--- config.mk ---
export PLATFORM = sky130hd
export DESIGN_NAME = gpc_pin_ctrl
export DESIGN_NICKNAME = d
export VERILOG_FILES = /design/src/include/gpc_pkg.sv /design/src/hw/gpc_pin_ctrl.sv
export VERILOG_INCLUDE_DIRS = /design/src /design/src/include
export SDC_FILE = /design/constraint.sdc
export NUM_CORES = 1
export LEC_CHECK = 0
export ABC_AREA = 1
export BUFFER_PORTS_ARGS = -buffer_cell sky130_fd_sc_hd__buf_2
export CAP_MARGIN = 15
export CORE_MARGIN = 2
export CORE_UTILIZATION = 60
export CTS_BUF_LIST = sky130_fd_sc_hd__clkbuf_2 sky130_fd_sc_hd__clkbuf_4 sky130_fd_sc_hd__clkbuf_8
export DETAILED_ROUTE_END_ITERATION = 7
export PLACE_DENSITY = 0.86
export SYNTH_ARGS = -nofsm -noshare
export SYNTH_HDL_FRONTEND = slang
export SYNTH_SLANG_ARGS = --single-unit
export TNS_END_PERCENT = 30
--- constraint.sdc ---
create_clock -name CLK -period 4.93 [get_ports CLK]
set_input_delay 0.493 -clock CLK [delete_from_list [all_inputs] [get_ports CLK]]
set_output_delay 0.493 -clock CLK [all_outputs]
set_load 0.01 [all_outputs]
--- src/include/gpc_regs.svh ---
`ifndef GPC_REGS_SVH
`define GPC_REGS_SVH

// Register indices; the byte address is four times the index.
`define GPC_IDX_PIN4_CTRL   30'h0000403b
`define GPC_IDX_PIN5_CTRL   30'h0000403c
`define GPC_IDX_OUT_LEVEL   30'h00004040
`define GPC_IDX_PIN_STATUS  30'h00004041

// Control register field positions.
`define GPC_BIT_DIR         15
`define GPC_BIT_PULL_HI     14
`define GPC_BIT_PULL_LO     13
`define GPC_BIT_IRQ_MODE    12
`define GPC_BIT_DOMAIN      11
`define GPC_BIT_POL         10
`define GPC_BIT_OD          9
`define GPC_BIT_ENA         7
`define GPC_FN_HI           3
`define GPC_FN_LO           0

// Reset value and implemented bits of a control register.
`define GPC_CTRL_RESET      16'ha400
`define GPC_CTRL_WMASK      16'hfe8f

// Debounce defaults in nanoseconds, and the period of the 100 MHz clock.
`define GPC_DEB_SHORT_NS    10000
`define GPC_DEB_LONG_NS     20000000
`define GPC_CLK_PERIOD_NS   10

`endif

--- src/include/gpc_pkg.sv ---
package gpc_pkg;

   typedef logic [15:0] gpc_ctrl_t;

   // Pull resistor selection codes.
   typedef enum logic [1:0] {
      GPC_PULL_NONE = 2'h0,
      GPC_PULL_DOWN = 2'h1,
      GPC_PULL_UP   = 2'h2,
      GPC_PULL_RSVD = 2'h3
   } gpc_pull_t;

   // Function codes that matter to the pin logic itself.
   typedef enum logic [3:0] {
      GPC_FN_IN_GP_LONG   = 4'h0,
      GPC_FN_IN_GP        = 4'h1,
      GPC_FN_IN_SLW_LONG  = 4'h4,
      GPC_FN_IN_HWC1_LONG = 4'he,
      GPC_FN_IN_HWC2_LONG = 4'hf
   } gpc_fn_t;

endpackage

--- src/hw/gpc_pin_ctrl.sv ---
// Operation
// RQ1 - Direction resets input; codes 0,1 plain input
// RQ2 - Input codes 2-6 are power/sleep requests
// RQ3 - Input code 7 watchdog; 8,9 scaling selects
// RQ4 - Input codes 10-15 hardware enables and controls
// RQ5 - Output code 0 level; 1 slow oscillator
// RQ6 - Output codes 2-4 state; 5-7 reserved
// RQ7 - Output codes 8-11 scaling done, power enables
// RQ8 - Output codes 12,13 supply and converter good
// RQ9 - Output code 14 power clock; 15 aux reset
// RQ10 - Pull field resets pull-down; 11 reserved
// RQ11 - Edge mode zero: active-going edge interrupts
// RQ12 - Edge mode one: both edges interrupt
// RQ13 - Domain bit selects supply, resets first
// RQ14 - Polarity resets non-inverted; zero inverts
// RQ15 - Output driver push-pull, or open-drain when set
// RQ16 - Enable resets zero, pin tri-stated
// RQ17 - First pin shares driver, enable, function fields
// RQ18 - First pin shares upper fields and defaults
// RQ19 - Undefined bits read zero, ignore writes
//
// The APB register port is this design's own decision.
`timescale 1ns/10ps
`default_nettype none
`include "gpc_regs.svh"

module gpc_pin_ctrl #(
   parameter int DEB_SHORT_CYCLES = `GPC_DEB_SHORT_NS / `GPC_CLK_PERIOD_NS,
   parameter int DEB_LONG_CYCLES  = `GPC_DEB_LONG_NS / `GPC_CLK_PERIOD_NS,
   parameter int NPINS            = 2
) (
   input  wire logic              CLK,
   input  wire logic              RST_N,
   input  wire logic              PSEL,
   input  wire logic              PENABLE,
   input  wire logic              PWRITE,
   input  wire logic [31:0]       PADDR,
   input  wire logic [31:0]       PWDATA,
   input  wire logic [3:0]        PSTRB,
   output logic      [31:0]       PRDATA,
   output logic                   PREADY,
   output logic                   PSLVERR,
   input  wire logic [NPINS-1:0]  PIN_IN,
   output logic      [NPINS-1:0]  PIN_OUT,
   output logic      [NPINS-1:0]  PIN_OE,
   output logic      [NPINS-1:0]  PIN_PULL_UP,
   output logic      [NPINS-1:0]  PIN_PULL_DOWN,
   output logic      [NPINS-1:0]  PIN_SUPPLY_SEL,
   output logic      [NPINS-1:0]  PIN_EDGE_EVENT,
   output logic      [15:0]       ROLE_REQUEST,
   input  wire logic              OSC_32K_CLK,
   input  wire logic              ON_STATE,
   input  wire logic              SLEEP_STATE,
   input  wire logic              POWER_STATE_CHANGE,
   input  wire logic              DVS_DONE_1,
   input  wire logic              DVS_DONE_2,
   input  wire logic              EXT_POWER_ENABLE_1,
   input  wire logic              EXT_POWER_ENABLE_2,
   input  wire logic              SYSTEM_SUPPLY_GOOD_FLAG,
   input  wire logic              CONVERTER_OUTPUT_OK,
   input  wire logic              EXT_POWER_CLK_2M,
   input  wire logic              AUX_RESET
);

   // One spare counter bit keeps the limit compare from ever wrapping.
   localparam int CW = $clog2(DEB_LONG_CYCLES + 1) + 1;

   ////////////////////////////////////////////////////////////////////////////////
   // Address decode helpers.
   ////////////////////////////////////////////////////////////////////////////////

   // Matches a full aligned byte address against a register index.
   // Only a full aligned address hits; PSTRB decides which bytes a write
   // updates, and bits 31:16 of the write data are ignored.
   function automatic logic addr_hit(input logic [31:0] addr, input logic [29:0] idx);
      addr_hit = (addr[31:2] == idx) && (addr[1:0] == 2'h0);
   endfunction

   // Returns which pin control register an address selects, or NPINS for none.
   function automatic int ctrl_sel(input logic [31:0] addr);
      ctrl_sel = NPINS;
      if (addr_hit(addr, `GPC_IDX_PIN4_CTRL)) begin
         ctrl_sel = 0;
      end
      if (addr_hit(addr, `GPC_IDX_PIN5_CTRL)) begin
         ctrl_sel = 1;
      end
   endfunction

   ////////////////////////////////////////////////////////////////////////////////
   // Bus slave.
   ////////////////////////////////////////////////////////////////////////////////

   gpc_pkg::gpc_ctrl_t          ctrl_q [NPINS];
   logic [NPINS-1:0]            out_level_q;
   logic [NPINS-1:0]            level_q;
   logic [31:0]                 rdata_d;
   logic                        mapped_d;
   logic                        wr_fire;
   logic [15:0]                 wr_lanes;

   // The answer is prepared during setup so the bus outputs come from flops;
   // this gives zero wait states without a combinational read path.
   always_comb begin
      rdata_d  = 32'h0;
      mapped_d = 1'b1;
      if (ctrl_sel(PADDR) < NPINS) begin
         // RQ19 unused bits zero
         rdata_d = {16'h0, ctrl_q[ctrl_sel(PADDR)] & `GPC_CTRL_WMASK};
      end else if (addr_hit(PADDR, `GPC_IDX_OUT_LEVEL)) begin
         rdata_d = {{(32-NPINS){1'b0}}, out_level_q};
      end else if (addr_hit(PADDR, `GPC_IDX_PIN_STATUS)) begin
         rdata_d = {{(32-NPINS){1'b0}}, level_q};
      end else begin
         mapped_d = 1'b0;
      end
   end

   // Write takes effect only at the completing access edge.
   // A refused write leaves every register untouched.
   assign wr_fire  = PSEL && PENABLE && PREADY && PWRITE && !PSLVERR;
   assign wr_lanes = {{8{PSTRB[1]}}, {8{PSTRB[0]}}};

   // Ready rises for exactly the first access cycle after each setup cycle.
   // Error and read data then stand until the next setup or until PSEL falls.
   always_ff @(posedge CLK or negedge RST_N) begin
      if (!RST_N) begin
         PREADY  <= 1'b0;
         PSLVERR <= 1'b0;
         PRDATA  <= 32'h0;
      end else begin
         PREADY <= PSEL && !PENABLE;
         if (PSEL && !PENABLE) begin
            PSLVERR <= !mapped_d;
            PRDATA  <= PWRITE ? 32'h0 : rdata_d;
         end else if (!PSEL) begin
            PSLVERR <= 1'b0;
            PRDATA  <= 32'h0;
         end
      end
   end

   // Software output level for pins in general-purpose output mode.
   // Only lane 0 carries the level bits; the other lanes are ignored.
   always_ff @(posedge CLK or negedge RST_N) begin
      if (!RST_N) begin
         out_level_q <= '0;
      end else if (wr_fire && addr_hit(PADDR, `GPC_IDX_OUT_LEVEL) && PSTRB[0]) begin
         out_level_q <= PWDATA[NPINS-1:0];
      end
   end

   ////////////////////////////////////////////////////////////////////////////////
   // Synchronisers for the status sources selectable as pin outputs.
   ////////////////////////////////////////////////////////////////////////////////

   logic [15:0] src_raw;
   logic [15:0] src_meta_q;
   logic [15:0] src_q;

   // Index is the output function code; unused codes carry a constant low.
   // A pin set to a reserved code therefore drives its inactive level,
   // which is the safe choice for a code that must not be relied upon.
   assign src_raw = {AUX_RESET, EXT_POWER_CLK_2M, CONVERTER_OUTPUT_OK,
                     SYSTEM_SUPPLY_GOOD_FLAG, EXT_POWER_ENABLE_2, EXT_POWER_ENABLE_1,
                     DVS_DONE_2, DVS_DONE_1, 3'h0, POWER_STATE_CHANGE,
                     SLEEP_STATE, ON_STATE, OSC_32K_CLK, 1'b0};

   // Two stages because every source is asynchronous to CLK. The 2 MHz clock
   // survives this at 100 MHz, though with up to 10 ns of jitter.
   always_ff @(posedge CLK or negedge RST_N) begin
      if (!RST_N) begin
         src_meta_q <= 16'h0;
         src_q      <= 16'h0;
      end else begin
         src_meta_q <= src_raw;
         src_q      <= src_meta_q;
      end
   end

   ////////////////////////////////////////////////////////////////////////////////
   // Per-pin logic.
   ////////////////////////////////////////////////////////////////////////////////

   // Each pin runs the same chain: pad synchroniser, debounce, edge detect,
   // role decode and output mux. Changing the function code mid-count keeps
   // the count but applies the new limit, so a long-debounce pin switched to
   // a short code may accept a change early; software should switch codes
   // while the pin is disabled.
   logic [NPINS-1:0] role_vld [16];

   genvar p;
   generate
      for (p = 0; p < NPINS; p++) begin : g_pin
         logic              in_meta_q;
         logic              in_sync_q;
         logic [CW-1:0]     deb_cnt_q;
         logic [CW-1:0]     deb_lim;
         logic              active_lvl;
         logic              level_prev_q;
         logic              rise_evt;
         logic              fall_evt;
         logic              is_input;
         logic              is_long;
         logic              drive_val;
         logic [3:0]        fn;
         gpc_pkg::gpc_pull_t pull;

         // Field views of this pin's control word.
         assign fn   = ctrl_q[p][`GPC_FN_HI:`GPC_FN_LO];
         assign pull = gpc_pkg::gpc_pull_t'(ctrl_q[p][`GPC_BIT_PULL_HI:`GPC_BIT_PULL_LO]);

         // RQ17 shared control fields
         // RQ18 same defaults both pins
         // RQ1 direction resets input
         // RQ19 reserved writes dropped
         always_ff @(posedge CLK or negedge RST_N) begin
            if (!RST_N) begin
               ctrl_q[p] <= `GPC_CTRL_RESET;
            end else if (wr_fire && ctrl_sel(PADDR) == p) begin
               ctrl_q[p] <= (ctrl_q[p] & ~(wr_lanes & `GPC_CTRL_WMASK)) |
                            (PWDATA[15:0] & wr_lanes & `GPC_CTRL_WMASK);
            end
         end

         // The pad is asynchronous, so it passes two flops first.
         always_ff @(posedge CLK or negedge RST_N) begin
            if (!RST_N) begin
               in_meta_q <= 1'b0;
               in_sync_q <= 1'b0;
            end else begin
               in_meta_q <= PIN_IN[p];
               in_sync_q <= in_meta_q;
            end
         end

         // Direction bit set means the pin is an input.
         assign is_input = ctrl_q[p][`GPC_BIT_DIR];

         // RQ1 long debounce codes
         assign is_long = (fn == gpc_pkg::GPC_FN_IN_GP_LONG) ||
                          (fn == gpc_pkg::GPC_FN_IN_SLW_LONG) ||
                          (fn == gpc_pkg::GPC_FN_IN_HWC1_LONG) ||
                          (fn == gpc_pkg::GPC_FN_IN_HWC2_LONG);
         assign deb_lim = is_long ? CW'(DEB_LONG_CYCLES) : CW'(DEB_SHORT_CYCLES);

         // A change is accepted only after it has held for the whole debounce
         // time; any bounce back restarts the count.
         // The next count is compared, so exactly deb_lim stable cycles are needed.
         always_ff @(posedge CLK or negedge RST_N) begin
            if (!RST_N) begin
               deb_cnt_q  <= '0;
               level_q[p] <= 1'b0;
            end else if (in_sync_q == level_q[p]) begin
               deb_cnt_q <= '0;
            end else if (deb_cnt_q + CW'(1) >= deb_lim) begin
               deb_cnt_q  <= '0;
               level_q[p] <= in_sync_q;
            end else begin
               deb_cnt_q <= deb_cnt_q + CW'(1);
            end
         end

         // RQ14 polarity inverts level
         assign active_lvl = level_q[p] ^ !ctrl_q[p][`GPC_BIT_POL];

         // The edge detector follows the debounced level itself, not the
         // polarity-applied one, so rewriting the polarity bit never fakes an
         // interrupt on a pin whose level stood still.
         always_ff @(posedge CLK or negedge RST_N) begin
            if (!RST_N) begin
               level_prev_q <= 1'b0;
            end else begin
               level_prev_q <= level_q[p];
            end
         end

         // Raw edges of the debounced level.
         assign rise_evt = level_q[p] && !level_prev_q;
         assign fall_evt = !level_q[p] && level_prev_q;

         // Edge events only count while the pin is an enabled input.
         always_ff @(posedge CLK or negedge RST_N) begin
            if (!RST_N) begin
               PIN_EDGE_EVENT[p] <= 1'b0;
            end else if (ctrl_q[p][`GPC_BIT_ENA] && is_input) begin
               if (ctrl_q[p][`GPC_BIT_IRQ_MODE]) begin
                  // RQ12 both edges fire
                  PIN_EDGE_EVENT[p] <= rise_evt || fall_evt;
               end else begin
                  // RQ11 polarity picks edge
                  PIN_EDGE_EVENT[p] <= ctrl_q[p][`GPC_BIT_POL] ? rise_evt : fall_evt;
               end
            end else begin
               PIN_EDGE_EVENT[p] <= 1'b0;
            end
         end

         // Roles need the pin enabled and set as input, as events do.
         // RQ2 request roles decoded
         // RQ3 watchdog and scaling roles
         // RQ4 hardware enable roles
         for (genvar c = 0; c < 16; c++) begin : g_role
            assign role_vld[c][p] = ctrl_q[p][`GPC_BIT_ENA] && is_input &&
                                    (fn == 4'(c)) && active_lvl;
         end

         // RQ5 level or oscillator
         // RQ6 reserved codes drive inactive
         // RQ7 scaling and enables
         // RQ8 supply good sources
         // RQ9 clock and aux reset
         always_comb begin
            if (fn == 4'h0) begin
               drive_val = out_level_q[p];
            end else begin
               drive_val = src_q[fn];
            end
         end

         // A released open-drain pin is left to its pull or to the far side.
         // RQ16 disabled pin floats
         // RQ15 open drain drives low only
         always_ff @(posedge CLK or negedge RST_N) begin
            if (!RST_N) begin
               PIN_OUT[p] <= 1'b0;
               PIN_OE[p]  <= 1'b0;
            end else begin
               PIN_OUT[p] <= ctrl_q[p][`GPC_BIT_OD] ? 1'b0
                             : (drive_val ^ !ctrl_q[p][`GPC_BIT_POL]);
               PIN_OE[p]  <= ctrl_q[p][`GPC_BIT_ENA] && !is_input &&
                             (!ctrl_q[p][`GPC_BIT_OD] ||
                              !(drive_val ^ !ctrl_q[p][`GPC_BIT_POL]));
            end
         end

         // Pull and supply follow the field even while the pin is disabled,
         // so a tri-stated pad still rests at a defined level.
         // RQ10 pull selection
         // RQ13 supply domain select
         always_ff @(posedge CLK or negedge RST_N) begin
            if (!RST_N) begin
               PIN_PULL_UP[p]    <= 1'b0;
               PIN_PULL_DOWN[p]  <= 1'b1;
               PIN_SUPPLY_SEL[p] <= 1'b0;
            end else begin
               PIN_PULL_UP[p]    <= pull == gpc_pkg::GPC_PULL_UP;
               PIN_PULL_DOWN[p]  <= pull == gpc_pkg::GPC_PULL_DOWN;
               PIN_SUPPLY_SEL[p] <= ctrl_q[p][`GPC_BIT_DOMAIN];
            end
         end
      end
   endgenerate

   ////////////////////////////////////////////////////////////////////////////////
   // Role outputs toward system logic.
   ////////////////////////////////////////////////////////////////////////////////

   // Either pin may carry a role; both pins in one role are simply ORed.
   // The role bus is registered so that every output comes from a flop.
   genvar r;
   generate
      for (r = 0; r < 16; r++) begin : g_role_out
         always_ff @(posedge CLK or negedge RST_N) begin
            if (!RST_N) begin
               ROLE_REQUEST[r] <= 1'b0;
            end else begin
               ROLE_REQUEST[r] <= |role_vld[r];
            end
         end
      end
   endgenerate

endmodule

`default_nettype wire

==> flow_summary.toml <==
[status]
status = "completed"

[die]
dieArea_um2 = 13500
start_util = 0.608
num_rows = 41
boundaryPins = 149
fp.dieW_um = 116
coreArea_um2 = 12500
die-height_um = 116

[yosys]
syn_area_per_cell_um2 = 7.93
netlist-cell-type-count = 40
synth_top_cell_area_share = 0.449
synthesis.yosys.warnings = 0
ys_ff_latch = 144
dominantRegCellSynth = "sky130_fd_sc_hd__dfrtp_1"
yosys-top-cells-area = "sky130_fd_sc_hd__dfrtp_1, sky130_fd_sc_hd__nand2_1, sky130_fd_sc_hd__nor2_1"
syn-cell-area_um2 = 7580
synth_enable_flop_cells = 0
synth-seq-area-share = 0.477
netlist_top_cells_count = "sky130_fd_sc_hd__nand2_1, sky130_fd_sc_hd__dfrtp_1, sky130_fd_sc_hd__nor2_1"
ys_async_sr_fraction = 1.00
synthDominantAreaCellType = "sky130_fd_sc_hd__dfrtp_1"
yosysMostFrequentCell = "sky130_fd_sc_hd__nand2_1"
postSynthCellCount = 955

[power]
power.share.sequential = 0.544
p_leak_nw = 4.48
power.share.switching = 0.259
net-switching-power_uw = 577
power_density_nw_per_um2 = 260
power_frac_clock = 0.406
worst_vdd_rail_ir_drop_uv = 328
internal_power_mw = 1.65
comb_power_share = 0.050

[clock_network]
post_cts_resized = 0
clock_tree.buffer_depth = 2
clock_latency_on_the_worst_skew_pair_ps = 480
clockRootBuffer = "sky130_fd_sc_hd__clkbuf_8"
cts-hold-fix-buffers = 0
clkTransAtPathRegs_ps = 80
tritoncts.num_buffers = 17
clock_tree_from_tritoncts = "built"
cts_num_sinks = 144
cts.repair_timing.setup_buffer_count = 0
ctsHtreeMaxLevel = 4

[setup_path]
worst_path_max_delay_cell = "sky130_fd_sc_hd__dfrtp_1"
arrival_ps = 3780
setup.worst_path.start = "g_pin[0].deb_cnt_q[0]$_DFF_PN0_"
setup.worst_path.start_class = "register"
regToRegStartpoint = "g_pin[0].deb_cnt_q[0]$_DFF_PN0_"
worst_path_largest_cell_delay_ps = 410
crit_top_cell = "sky130_fd_sc_hd__nand2_1"
timing.reg2reg.worst_path_depth = 20
timing.critical_path.cells = "ha_1 -> nand2_1 -> nor2_2 -> nand2_2 -> inv_1 -> nand2_1 -> nor4_1 -> nand2_1 -> xor2_1 -> inv_1 -> ha_1 -> nand2_1 -> nor2_1 -> nand3_1 -> nor2_1 -> nand2_1 -> nand2_1 -> inv_2 -> nand3_2 -> nor2_1"
timing.setup.critical_path_class = "reg -> reg"
crit_path_max_fanout = 21
timing.critical_path.required_ps = 5270
critPathCaptureType = "register"

[sta]
fin_tns_setup_ps = 0
finalCriticalPeriod_ps = 3440
layout_worst_path_cycle_share = 0.698
slew_viol_final = 0
unrepaired_setup_endpoints_after_global_routing = "no"
whs_ps = 95.5
setup_viol_count_final = 0
report.final.hold_viol_count = 0
clock_skew_ps = 15.9
highest_clock_rate_mhz = 291
slew-limit-headroom = 0.423
max_slew.worst_pin.slew_ps = 865
timing.final.ws_setup_ps = 1490

[final_layout]
drive_above_1_share = 0.186
final_design_area_no_fill_um2 = 8590
antennaDiodeCount = 0
num-nets-final = 1183
layoutNonFillerInstCount = 1261
syn_to_final_growth_pct = 13.4
n_fill_cell = 997

[placement]
io_buffers = 106
placedCellCount = 1229
dpl_worst_slack_ps = 1540
gp_routability_congestion = 0.940
standard_cell_area_after_detailed_placement_um2 = 8220
dpl.hpwl_um = 12700

[routing]
route.final.wire_length_um = 17700
avgViaCountPerCell = 5.30
total_number_of_vias = 6679
antenna_left = 0
drtIter0Drc = 541
wire_per_inst_um = 14.0
drt_first_pass_iters = 7
drc = 0

[global_routing]
grt_usage = 0.270
overall_overflow_remaining_after_global_route = 0
largest_net_degree_at_the_start_of_global_routing = 99
grt_pass1_wl_um = 28100
via_count_of_the_first_global_routing_pass = 6117
antenna_found_initial = 0

[min_path]
timing.hold.worst.class = "in -> async"

[run]
cap_violations = 0
-- placed cells by master, fill, tap and decap left out, drive strengths merged, types with 13 or more instances in the layout --
master	netlist	final
conb	1	22
buf	25	108
o21ai	34	34
nand4	19	19
dfrtp	136	136
o22ai	13	13
a21oi	15	15
inv	123	127
ha	20	20
clkbuf	2	18
nand2	275	275
nor2	150	150
nand3	73	73
-- final timing paths --
kind	to	slack [ps]
setup / recovery	g_pin[0].deb_cnt_q[18]$_DFF_PN0_	1490
hold / removal	async pin	100
setup reg to reg	g_pin[0].deb_cnt_q[18]$_DFF_PN0_	1490
hold reg to reg	src_q[10]$_DFF_PN0_	340
max in group asynchronous	g_pin[1].deb_cnt_q[10]$_DFF_PN0_	3650
min in group CLK	src_meta_q[13]$_DFF_PN0_	120
-- final cells by class --
cell class | instances | area (µm²) | share of cell area
flip-flops and latches | 144 | 3610 | 0.420
clock buffers | 18 | 248 | 0.0288
repair buffers | 108 | 552 | 0.0642
inverters | 123 | 462 | 0.0537
well taps | 172 | 215 | 0.0250
clock inverters | 14 | 131 | 0.0153
multi-input cells | 682 | 3370 | 0.392
-- power groups by stage --
stage,Sequential (mW),Combinational (mW),Clock [mW]
6_report,1.21,0.113,0.906
5_1_grt,1.22,0.129,0.969
4_1_cts,1.21,0.114,0.920
3_5_place_dp,1.24,0.114,0
3_3_place_gp,1.24,0.110,0
2_1_floorplan,1.23,0.0671,0
-- per-layer routing --
| metal | track usage | wire length [µm] | part of all wire | up-vias |
|---|---|---|---|---|
| li1 | - | - | - | 3246 |
| met1 | 0.351 | 7390 | 0.42 | 3117 |
| met2 | 0.445 | 8650 | 0.49 | 267 |
| met3 | 0.0618 | 1260 | 0.071 | 49 |
| met4 | 0.105 | 374 | 0.021 | 0 |
| met5 | 0 | 0 | 0 | - |
-- worst max-delay path, delay by kind of cell, from the launching register on --
family | cells | cell delay, ps
DFF | 1 | 410
buffers and inverters | 3 | 220
and+or+nand+nor | 14 | 1960
xor gates and xnor gates | 1 | 220
adders and majority gates | 2 | 500
-- kinds of logic after synthesis --
| kind of cell | synth area share |
|---|---|
| xor gates and xnor gates | 0.0243 |
| AOI/OAI and AO/OA | 0.0614 |
| and+or+nand+nor | 0.302 |
| muxes | 0.0134 |
| DFF | 0.477 |
| other | 0.000495 |
| adders and majority gates | 0.0330 |
| buffers and inverters | 0.0883 |
-- stage by stage --
step	total power, mW	utilization
floorplan	1.30	-
global placement	1.34	0.659
detailed placement	1.35	0.659
CTS	2.25	0.689
global route	2.31	0.689
finish	2.23	0.689
No activity file was read; power rests on OpenSTA's default activity.
